File: config.mk
export PLATFORM = sky130hd
export DESIGN_NAME = cmbi_bus_interface
export DESIGN_NICKNAME = d
export VERILOG_FILES = /design/src/hdl/cmbi_pkg.sv /design/src/hdl/cmbi_bus_interface.sv /design/src/hdl/cmbi_sync.sv
export VERILOG_INCLUDE_DIRS = /design/src /design/src/hdl
export SDC_FILE = /design/constraint.sdc
export NUM_CORES = 1
export LEC_CHECK = 0
export ABC_AREA = 1
export ABC_CLOCK_PERIOD_IN_PS = 7100
export BUFFER_PORTS_ARGS = -buffer_cell sky130_fd_sc_hd__buf_2
export CAP_MARGIN = 30
export CORE_MARGIN = 5
export CORE_UTILIZATION = 52
export CTS_CLUSTER_SIZE = 20
export DETAILED_ROUTE_END_ITERATION = 16
export GPL_ROUTABILITY_DRIVEN = 0
export PLACE_DENSITY = 0.75
export SLEW_MARGIN = 40
export SYNTH_ARGS = -nofsm -noshare
export SYNTH_HDL_FRONTEND = slang
export SYNTH_HIERARCHICAL = 1
export SYNTH_SLANG_ARGS = --single-unit
export TNS_END_PERCENT = 5
File: constraint.sdc
create_clock -name clock -period 7.1 [get_ports clock]
set_input_delay 0.355 -clock clock [delete_from_list [all_inputs] [get_ports clock]]
set_output_delay 0.355 -clock clock [all_outputs]
set_load 0.02 [all_outputs]
File: src/hdl/cmbi_cfg.svh
// Constants of the multiplexed processor bus interface
`ifndef CMBI_CFG_SVH
`define CMBI_CFG_SVH
`define CMBI_DATA_W 32
`define CMBI_BURST_WORDS 4
`define CMBI_PAGE_ENTRIES 256
`define CMBI_PAGE_LSB 4
`define CMBI_PAGE_W 8
`define CMBI_WORD_RST 2'h0
`define CMBI_BE_IDLE 4'hf
`endif

File: src/hdl/cmbi_pkg.sv
// Types of the multiplexed processor bus interface
`default_nettype none
package cmbi_pkg;
    typedef enum logic [2:0] {
        CMBI_IDLE = 3'h0,
        CMBI_ADDR = 3'h1,
        CMBI_RDATA = 3'h2,
        CMBI_WDATA = 3'h3,
        CMBI_HELD = 3'h4
    } cmbi_state_t;
endpackage : cmbi_pkg
`default_nettype wire

File: src/hdl/cmbi_bus_interface.sv
// Processor-side multiplexed address/data bus interface
// What this block does
// - One 32-bit bus carries address first, then data of the same transfer.
// - Address phase drives upper address bits and the four byte strobes.
// - Active-low byte strobes each pick one byte lane, 3 is the top byte.
// - Writes drive store data from write buffer; reads load the read buffer.
// - Low word address gives word address; bursts count up from zero.
// - Address latch strobe is high while the bus holds the address.
// - Data input enable low only in reads after the bus is released.
// - Burst only on miss reads: all instruction, data if strapped at reset.
// - On writes the burst pin flags a back-to-back write in the same page.
// - Separate read and write strobes mark the transfer kind.
// - Acknowledge advances the write buffer or releases read data to core.
// - Read buffer load enable loads the bus word into the read buffer.
// - Transfer fault ends a read or write; on reads it raises an exception.
// - Diagnostic 1 in address phase is high for a cache-miss read.
// - Diagnostic 1 later in reads shows address bit 3; it stays low in write data.
// - Diagnostic 0 in address phase: high instruction, low data miss.
// - Diagnostic 0 later in reads shows address bit 2; it stays low in write data.
// - Master request floats bus outputs except diag; its release returns the bus.
// - A four-entry read buffer queues burst words at any pacing.
// - Single read takes more than two cycles even without waits: answers pass the synchroniser and filter first.
// - Writes take two cycles or more with any number of waits.
// - Burst pin low asks four words, high asks one.
// - Load enable seen at rising edge captures data at next falling edge.
// - Grant output tells the external master the bus is released.
`include "cmbi_cfg.svh"
`default_nettype none
module cmbi_bus_interface (
    // Clock and reset
    input wire logic clock,
    input wire logic nrst,
    // Strap sampled at reset release
    input wire logic dataBurstStrap,
    // Core request side
    input wire logic reqValid,
    input wire logic reqWrite,
    input wire logic [31:0] reqAddr,
    input wire logic [3:0] reqByteEn,
    input wire logic [31:0] reqWData,
    input wire logic reqMiss,
    input wire logic reqInstr,
    output logic reqReady,
    // Core answer side
    output logic rspValid,
    output logic [31:0] rspData,
    output logic [1:0] rspWord,
    output logic rspFault,
    output logic writeRetired,
    // Multiplexed bus
    input wire logic [31:0] adIn,
    output logic [31:0] adOut,
    output logic adOe,
    output logic [1:0] wordAddr,
    output logic wordAddrOe,
    output logic addrLatch,
    output logic data_input_enable_n,
    output logic burstNearN,
    output logic readN,
    output logic writeN,
    output logic ctrlOe,
    output logic [3:0] diag,
    // Memory answers, active low
    input wire logic ackN,
    input wire logic read_buffer_load_enable_n,
    input wire logic transfer_fault_in_n,
    // Arbitration
    input wire logic master_request_in_n,
    output logic master_grant_out_n
);
    import cmbi_pkg::*;

    cmbi_state_t state, next_state;
    logic [31:0] addr, next_addr;
    logic [31:0] wdata, next_wdata;
    logic [3:0] be, next_be;
    logic isWrite, next_isWrite;
    logic burst, next_burst;
    logic miss, next_miss;
    logic instr, next_instr;
    logic near, next_near;
    logic [1:0] cnt, next_cnt;
    logic [`CMBI_PAGE_W-1:0] lastPage, next_lastPage;
    logic lastWasWrite, next_lastWasWrite;
    logic acked, next_acked;
    logic dataBurst;
    logic strapTaken;
    logic [31:0] rbuf [`CMBI_BURST_WORDS];
    logic [1:0] rbufWr, rbufRd, next_rbufRd;
    logic [2:0] rbufCnt, next_rbufCnt;
    logic [31:0] adSample;
    logic loadFall;
    logic [1:0] loadIdx;
    logic [2:0] loadCount;
    logic [3:0] inSync;
    logic ackS, loadS, faultS, reqS;
    logic next_rspValid, next_rspFault, next_writeRetired;
    logic [31:0] next_rspData;
    logic [1:0] next_rspWord;

    cmbi_sync #(.W(4)) u_sync (
        .clock(clock),
        .nrst(nrst),
        .async({~ackN, ~read_buffer_load_enable_n, ~transfer_fault_in_n,
                ~master_request_in_n}),
        .synced(inSync)
    );
    assign {ackS, loadS, faultS, reqS} = inSync;

    function automatic logic [`CMBI_PAGE_W-1:0] pageOf(input logic [31:0] a);
        return a[`CMBI_PAGE_LSB +: `CMBI_PAGE_W];
    endfunction : pageOf

    // Strap caught by a clocked process after release, not by the reset
    always_ff @(posedge clock or negedge nrst) begin
        if (!nrst) begin
            strapTaken <= 1'b0;
            dataBurst <= 1'b0;
        end else if (!strapTaken) begin
            strapTaken <= 1'b1;
            dataBurst <= dataBurstStrap;
        end
    end

    // Data captured on the falling edge after load enable was seen
    always_ff @(negedge clock or negedge nrst) begin
        if (!nrst) begin
            adSample <= '0;
            loadFall <= 1'b0;
            loadIdx <= 2'h0;
            loadCount <= 3'h0;
        end else begin
            // One word per filtered assertion: the filter passes a pulse of two cycles
            // or more at its full length, so counting a held level would overrun
            loadFall <= loadS;
            if ((state == CMBI_RDATA) && loadS && !loadFall && !acked) begin
                adSample <= adIn;
                loadIdx <= cnt;
                loadCount <= loadCount + 3'h1;
            end
        end
    end

    // Falling-edge strobe moved into the rising domain for the buffer write
    logic loadPrev;
    logic [2:0] loadSeen;
    assign loadPrev = (loadCount != loadSeen);

    always_comb begin
        next_state = state;
        next_addr = addr;
        next_wdata = wdata;
        next_be = be;
        next_isWrite = isWrite;
        next_burst = burst;
        next_miss = miss;
        next_instr = instr;
        next_near = near;
        next_cnt = cnt;
        next_lastPage = lastPage;
        next_lastWasWrite = lastWasWrite;
        next_acked = acked;
        next_rbufRd = rbufRd;
        next_rbufCnt = rbufCnt;
        next_rspValid = 1'b0;
        next_rspFault = 1'b0;
        next_writeRetired = 1'b0;
        next_rspData = rspData;
        next_rspWord = rspWord;
        // Answers of the last transfer must have left the filter first
        reqReady = (state == CMBI_IDLE) && !reqS && strapTaken && !ackS && !loadS && !faultS;
        case (state)
            CMBI_IDLE: begin
                if (reqS) begin
                    next_state = CMBI_HELD;
                end else if (reqValid && reqReady) begin
                    next_state = CMBI_ADDR;
                    next_addr = reqAddr;
                    next_be = reqByteEn;
                    next_wdata = reqWData;
                    next_isWrite = reqWrite;
                    next_miss = reqMiss && !reqWrite;
                    next_instr = reqInstr;
                    next_burst = !reqWrite && reqMiss && (reqInstr || dataBurst);
                    next_near = reqWrite && lastWasWrite
                        && (pageOf(reqAddr) == lastPage);
                    next_cnt = (!reqWrite && reqMiss && (reqInstr || dataBurst))
                        ? `CMBI_WORD_RST : reqAddr[3:2];
                    next_acked = 1'b0;
                    next_rbufCnt = 3'h0;
                    next_rbufRd = 2'h0;
                    next_lastWasWrite = reqWrite;
                    if (reqWrite) begin
                        next_lastPage = pageOf(reqAddr);
                    end
                end
            end
            CMBI_ADDR: begin
                next_state = isWrite ? CMBI_WDATA : CMBI_RDATA;
            end
            CMBI_WDATA: begin
                if (faultS || ackS) begin
                    next_state = CMBI_IDLE;
                    next_writeRetired = 1'b1;
                end
            end
            CMBI_RDATA: begin
                if (loadPrev) begin
                    // Single reads keep the word address steady
                    if (burst) begin
                        next_cnt = cnt + 2'h1;
                    end
                    next_rbufCnt = rbufCnt + 3'h1;
                end
                if (ackS) begin
                    next_acked = 1'b1;
                end
                if (faultS) begin
                    next_state = CMBI_IDLE;
                    next_rspValid = 1'b1;
                    next_rspFault = 1'b1;
                end else if ((acked || ackS) && (rbufCnt != 3'h0)) begin
                    // Core drains the buffer one word a cycle once acknowledged
                    next_rspValid = 1'b1;
                    next_rspData = rbuf[rbufRd];
                    next_rspWord = burst ? rbufRd : addr[3:2];
                    next_rbufRd = rbufRd + 2'h1;
                    next_rbufCnt = next_rbufCnt - 3'h1;
                    if (!burst || (rbufRd == 2'h3)) begin
                        next_state = CMBI_IDLE;
                    end
                end
            end
            CMBI_HELD: begin
                if (!reqS) begin
                    next_state = CMBI_IDLE;
                end
            end
            default: begin
                next_state = CMBI_IDLE;
            end
        endcase
    end

    always_ff @(posedge clock or negedge nrst) begin
        if (!nrst) begin
            state <= CMBI_IDLE;
            addr <= '0;
            wdata <= '0;
            be <= `CMBI_BE_IDLE;
            isWrite <= 1'b0;
            burst <= 1'b0;
            miss <= 1'b0;
            instr <= 1'b0;
            near <= 1'b0;
            cnt <= `CMBI_WORD_RST;
            lastPage <= '0;
            lastWasWrite <= 1'b0;
            acked <= 1'b0;
            rbufRd <= 2'h0;
            rbufCnt <= 3'h0;
            rspValid <= 1'b0;
            rspFault <= 1'b0;
            writeRetired <= 1'b0;
            rspData <= '0;
            rspWord <= 2'h0;
            loadSeen <= 3'h0;
        end else begin
            state <= next_state;
            addr <= next_addr;
            wdata <= next_wdata;
            be <= next_be;
            isWrite <= next_isWrite;
            burst <= next_burst;
            miss <= next_miss;
            instr <= next_instr;
            near <= next_near;
            cnt <= next_cnt;
            lastPage <= next_lastPage;
            lastWasWrite <= next_lastWasWrite;
            acked <= next_acked;
            rbufRd <= next_rbufRd;
            rbufCnt <= next_rbufCnt;
            rspValid <= next_rspValid;
            rspFault <= next_rspFault;
            writeRetired <= next_writeRetired;
            rspData <= next_rspData;
            rspWord <= next_rspWord;
            loadSeen <= loadCount;
        end
    end

    // Read buffer, written in order of word count
    always_ff @(posedge clock) begin
        if (loadPrev && (state == CMBI_RDATA)) begin
            rbuf[rbufWr] <= adSample;
        end
    end
    assign rbufWr = burst ? loadIdx : 2'h0;

    // Bus pins; address/data, word address and control float while the external master owns the bus, diag stays driven
    always_comb begin
        adOut = '0;
        adOe = 1'b0;
        diag = 4'h0;
        diag[3:2] = 2'h0;
        if (state == CMBI_ADDR) begin
            adOut = {addr[31:4], be};
            adOe = 1'b1;
            diag[1] = miss;
            diag[0] = miss & instr;
        end else if (state == CMBI_WDATA) begin
            adOut = wdata;
            adOe = 1'b1;
        end else if (state == CMBI_RDATA) begin
            diag[1] = addr[3];
            diag[0] = addr[2];
        end
    end
    assign wordAddr = cnt;
    assign addrLatch = (state == CMBI_ADDR);
    assign data_input_enable_n = !(state == CMBI_RDATA);
    assign burstNearN = isWrite ? !near : !burst;
    assign readN = !((state != CMBI_IDLE) && (state != CMBI_HELD) && !isWrite);
    assign writeN = !((state != CMBI_IDLE) && (state != CMBI_HELD) && isWrite);
    assign ctrlOe = (state != CMBI_HELD);
    assign wordAddrOe = ctrlOe;
    assign master_grant_out_n = !(state == CMBI_HELD);
endmodule : cmbi_bus_interface
`default_nettype wire

File: src/hdl/cmbi_sync.sv
// Three-flop input synchroniser with agreement filter
`default_nettype none
module cmbi_sync #(
    parameter int W = 1
) (
    // Clock and reset
    input wire logic clock,
    input wire logic nrst,
    // Data
    input wire logic [W-1:0] async,
    output logic [W-1:0] synced
);
    logic [W-1:0] s1, s2, s3;
    logic [W-1:0] next_synced;
    always_comb begin
        next_synced = synced;
        for (int i = 0; i < W; i++) begin
            if (s2[i] == s3[i]) begin
                next_synced[i] = s3[i];
            end
        end
    end
    always_ff @(posedge clock or negedge nrst) begin
        if (!nrst) begin
            s1 <= '0;
            s2 <= '0;
            s3 <= '0;
            synced <= '0;
        end else begin
            s1 <= async;
            s2 <= s1;
            s3 <= s2;
            synced <= next_synced;
        end
    end
endmodule : cmbi_sync
`default_nettype wire

### Word level (Yosys, flattened, before mapping)

Memories as Yosys holds them, arrays and structs flattened. A register that Yosys moved wholly into a read port is not among the register bits.
Index checks and enable logic that the tools add are counted.
Widths: inputs -> output; s select.

* eq/ne operators: 24
* reductions and logical operators: 49
* add/subtract/negate cells: 5
* muxes and demuxes: 50
* bitwise logic cells: 7

Operators with widths (count)
* $mux 32: 2
* $mux 3: 13
* $mux 2: 14
* $logic_and 1x1->1: 18
* $mux 1: 16
* $logic_not 1->1: 15
* $pmux 3 s5: 1
* $reduce_and 5->1: 3
* $ne 2x2->1 const B: 6
* $ne 3x1->1 const B: 3
* $reduce_and 3->1: 3
* $eq 8x8->1: 1
* $pmux 2 s2: 2
* $reduce_and 4->1: 2
* $add 3x1->3 const B: 2
* $eq 3x2->1 const B: 2
* $ne 2x1->1 const B: 3
* $not 1->1: 6
* $pmux 3 s2: 1
* $reduce_bool 3->1: 2
* $add 2x1->2 const B: 2
* $eq 1x1->1: 4
* $logic_or 1x1->1: 4
* $eq 3x1->1 const B: 1
* 9 further kinds: 9

* logic and storage cells: 168
* bits of input ports: 111
* RAM bits: 128
* output and inout port bits: 85
* memories kept: 1
* flip-flop bits (word level): 156

Memories
* rbuf: depth 4, width 32, read ports 1, clocked after Yosys merged registers in 1, wr ports 1, line cmbi_bus_interface.sv:88 `` logic [31:0] rbuf [`CMBI_BURST_WORDS]; ``

### Longest topological paths before layout

* depth after elaboration: 10
* depth in mapped cells: 13

### Cells and area by module

Netlist, hierarchy kept.

By module, submodules not included
* cmbi_bus_interface: cells each 1092, seq. area each 8102.8 um^2, area an instance 12130.4 um^2, instances 1
* cmbi_sync: cells each 32, seq. area each 400.4 um^2, area an instance 465.4 um^2, instances 1

==> flow_summary_export.csv <==
group,metric,value,unit
run_status,status,"complete, no violations",
cts,cts_resized,0,
timing,hold_viol,0,
drt,met3WireLength,1.95,mm
floorplanning,dieArea,27400,um^2
layout,drive_gt1_share,23.7,%
timing,finalSetupViolCount,0,
drt,vias_per_cell,5.19,
synth,synthArstFlopShare,59.2,%
setup_path,worst-r2r-setup-slack,1.43,ns
timing,max_slew_margin,49.4,%
synth,yosysTopAreaCell,"edfxtp_1",
layout,n_antenna_cell,0,
cts,cts_tree,"done",
cts,root_buffer,"clkbuf_16",
timing,tns,0,ns
synth,synth_edf_count,128,
cts,cts_buffers,34,
floorplanning,rows,57,
setup_path,slowest_delay,0.54,ns
grt,grt_start_max_net_pins,103,
setup_path,timing.rr.end,"adSample[1]",
setup_path,worstRegToRegCells,5,
placement,io_buffers,191,
min_path,hold_path_class,"primary input to flop",
cts,cts.clk_slew.worst_paths,0.06,ns
setup_path,cp_cell_sequence,"nor2_2 > nand2_2 > clkinv_2 > nand2_4 > mux2_2",
timing,tightestPinTransition,0.760,ns
layout,nFillCells,1902,
cts,htree_levels,2,
drt,vias,8610,
grt,grt_pass1_wl,44.6,mm
layout,area_growth,18.1,%
synth,yosys.area.top_type_share,30.5,%
floorplanning,die_w,166,um
cts,hold_buffers,5,
power,p_per_area,410,nW/um^2
timing,finClkSkew,0.0296,ns
synth,synth.distinct_cells,44,
drt,top_layer,"met5",
grt,grt.overflow.total,0,
floorplanning,ioPinCount,196,
timing,hold_ws,0.0393,ns
power,leakagePower,6.70,nW
synth,synth_cells,1124,
power,peakVddDrop,0.303,mV
cts,clockBufferDepth,3,
grt,grtUsageTotal,19.6,%
timing,rsz0062_at_grt,"false",
setup_path,cp_slowest_cell,"dfrtp_1",
synth,synth.yosys.seq_area_share,67.5,%
synth,yosys_warnings,6,
setup_path,worstReg2RegStart,"state[2]",
setup_path,critPathCaptureType,"flop",
placement,pre_cts_slack,1.46,ns
synth,ys_ff_latch,314,
drt,drtIter0Drc,707,
timing,slew_violations,0,
grt,grt_pass1_vias,8642,
cts,clkSinkCount,314,
setup_path,required,3.91,ns
synth,synth_common_cells,"nand2_1 (254), nor2_1 (181), dfrtp_1 (144)",
grt,antenna_found_initial,3,
drt,routedWlPerCell,16.1,um
placement,dp_hpwl,16.2,mm
drt,drc_errors,0,
drt,ant_nets,0,
min_path,hold_depth,3,
min_path,hp-start,"reqWData[4]",
synth,synth.avg_cell_area,11.2,um^2
floorplanning,core-area,24100,um^2
layout,fin_nets,1427,
setup_path,critPathMaxFanout,37,
setup_path,start_kind,"flop",
synth,ys.flop_type,"dfrtp_1",
setup_path,critPathKind,"flop to flop",
synth,yosys.cell_count.top_type,"nand2_1",
drt,drt-total-wl,26.8,mm
drt,first_pass_iters,7,
synth,ys_top_cells_by_area,"edfxtp_1 (31%), dfrtp_1 (29%), nand2_1 (7.6%), dfrtn_1 (7.5%), nor2_1 (5.4%)",
drt,routedLengthMet1,11.3,mm
timing,timing.final.ws_setup,1.43,ns
drt,met2_wirelength,12.9,mm
cts,cts_setup_buffers,0,
floorplanning,start_util,52.3,%
min_path,hold_end,"wdata[4]",
synth,synth_area,12600,um^2
setup_path,cp_data_arrival_time,2.48,ns
floorplanning,die_y,166,um
power,power.total,6.11,mW
cts,clk_latency,0.53,ns
run,maxCapViolCount,0,
[worst max-delay path: cells and delay by family (launching register included)]
| kind | cells | cell delay [ns] |
|---|---|---|
| and+or+nand+nor | 3 | 0.79 |
| DFF | 1 | 0.54 |
| muxes | 1 | 0.40 |
| buffers and inverters | 1 | 0.21 |
[placed cells by master (no fill, tap or decap), drive strengths merged, types with 34 or more instances in the layout]
cell    synthesis  final
dfrtn          38     38
buf            42    204
edfxtp        128    128
mux2           35     35
dfrtp         144    144
inv            46     47
a31oi          34     34
o21ai          96     96
nor2          185    185
nand2         260    260
clkbuf         17     48
[worst max-delay path by stage]
stage,cells after the start,startpoint,end
2_1_floorplan,6,loadCount[0],rbuf[2][0]
4_1_cts,5,state[2],adSample[10]
5_1_grt,5,state[2],adSample[1]
3_5_place_dp,5,state[2],adSample[10]
6_report,5,state[2],adSample[1]
3_3_place_gp,5,state[2],adSample[3]
[power breakdown]
part           total, mW  switching, mW  internal [mW]
registers           2.81          0.351           2.46
clock network       1.70          0.710          0.988
logic               1.60           1.02          0.579
[through the flow]
stage / area, um^2 / util [%] / instances
after floorplan: 12600 / - / 1125
after global placement: 13700 / 56.7 / 1592
after detailed placement: 13700 / 56.8 / 1593
after CTS: 14800 / 61.6 / 1659
after global routing: 14900 / 61.7 / 1660
final: 14900 / 61.7 / 1660
[per-layer routing]
metal | track usage (%) | up-vias
met5 | 0 | -
li1 | - | 4136
met3 | 4.98 | 44
met4 | 5.27 | 4
met1 | 27.4 | 4154
met2 | 31.2 | 272
[flip-flops by register name, summed over array words and instances, names as in the netlist, 4 cells and up]
| register | count |
|---|---|
| u_sync/s2 | 4 |
| lastPage | 8 |
| rspData | 32 |
| wdata | 32 |
| be | 4 |
| u_sync/synced | 4 |
| rbuf | 128 |
| addr | 30 |
| adSample | 32 |
| u_sync/s3 | 4 |
| u_sync/s1 | 4 |
[kinds of logic after synthesis]
kind of cell,Yosys count,share of synthesized area (%)
buf+inv,108,4.72
other cells,2,0.0596
simple gates,481,15.4
xor+xnor,7,0.487
fa+ha+maj,5,0.497
mux,35,3.13
compound gates,172,8.22
flops,314,67.5
[layout make-up]
cell class | instances | area [um^2] | share of cell area (%)
multi-input combinational | 703 | 3530 | 23.7
clock buffer | 48 | 953 | 6.41
timing repair buffer | 209 | 1150 | 7.73
sequential | 314 | 8500 | 57.1
tap | 324 | 405 | 2.72
inverter | 49 | 194 | 1.30
clock inverter | 13 | 144 | 0.967
No activity file was read; power rests on OpenSTA's default activity.
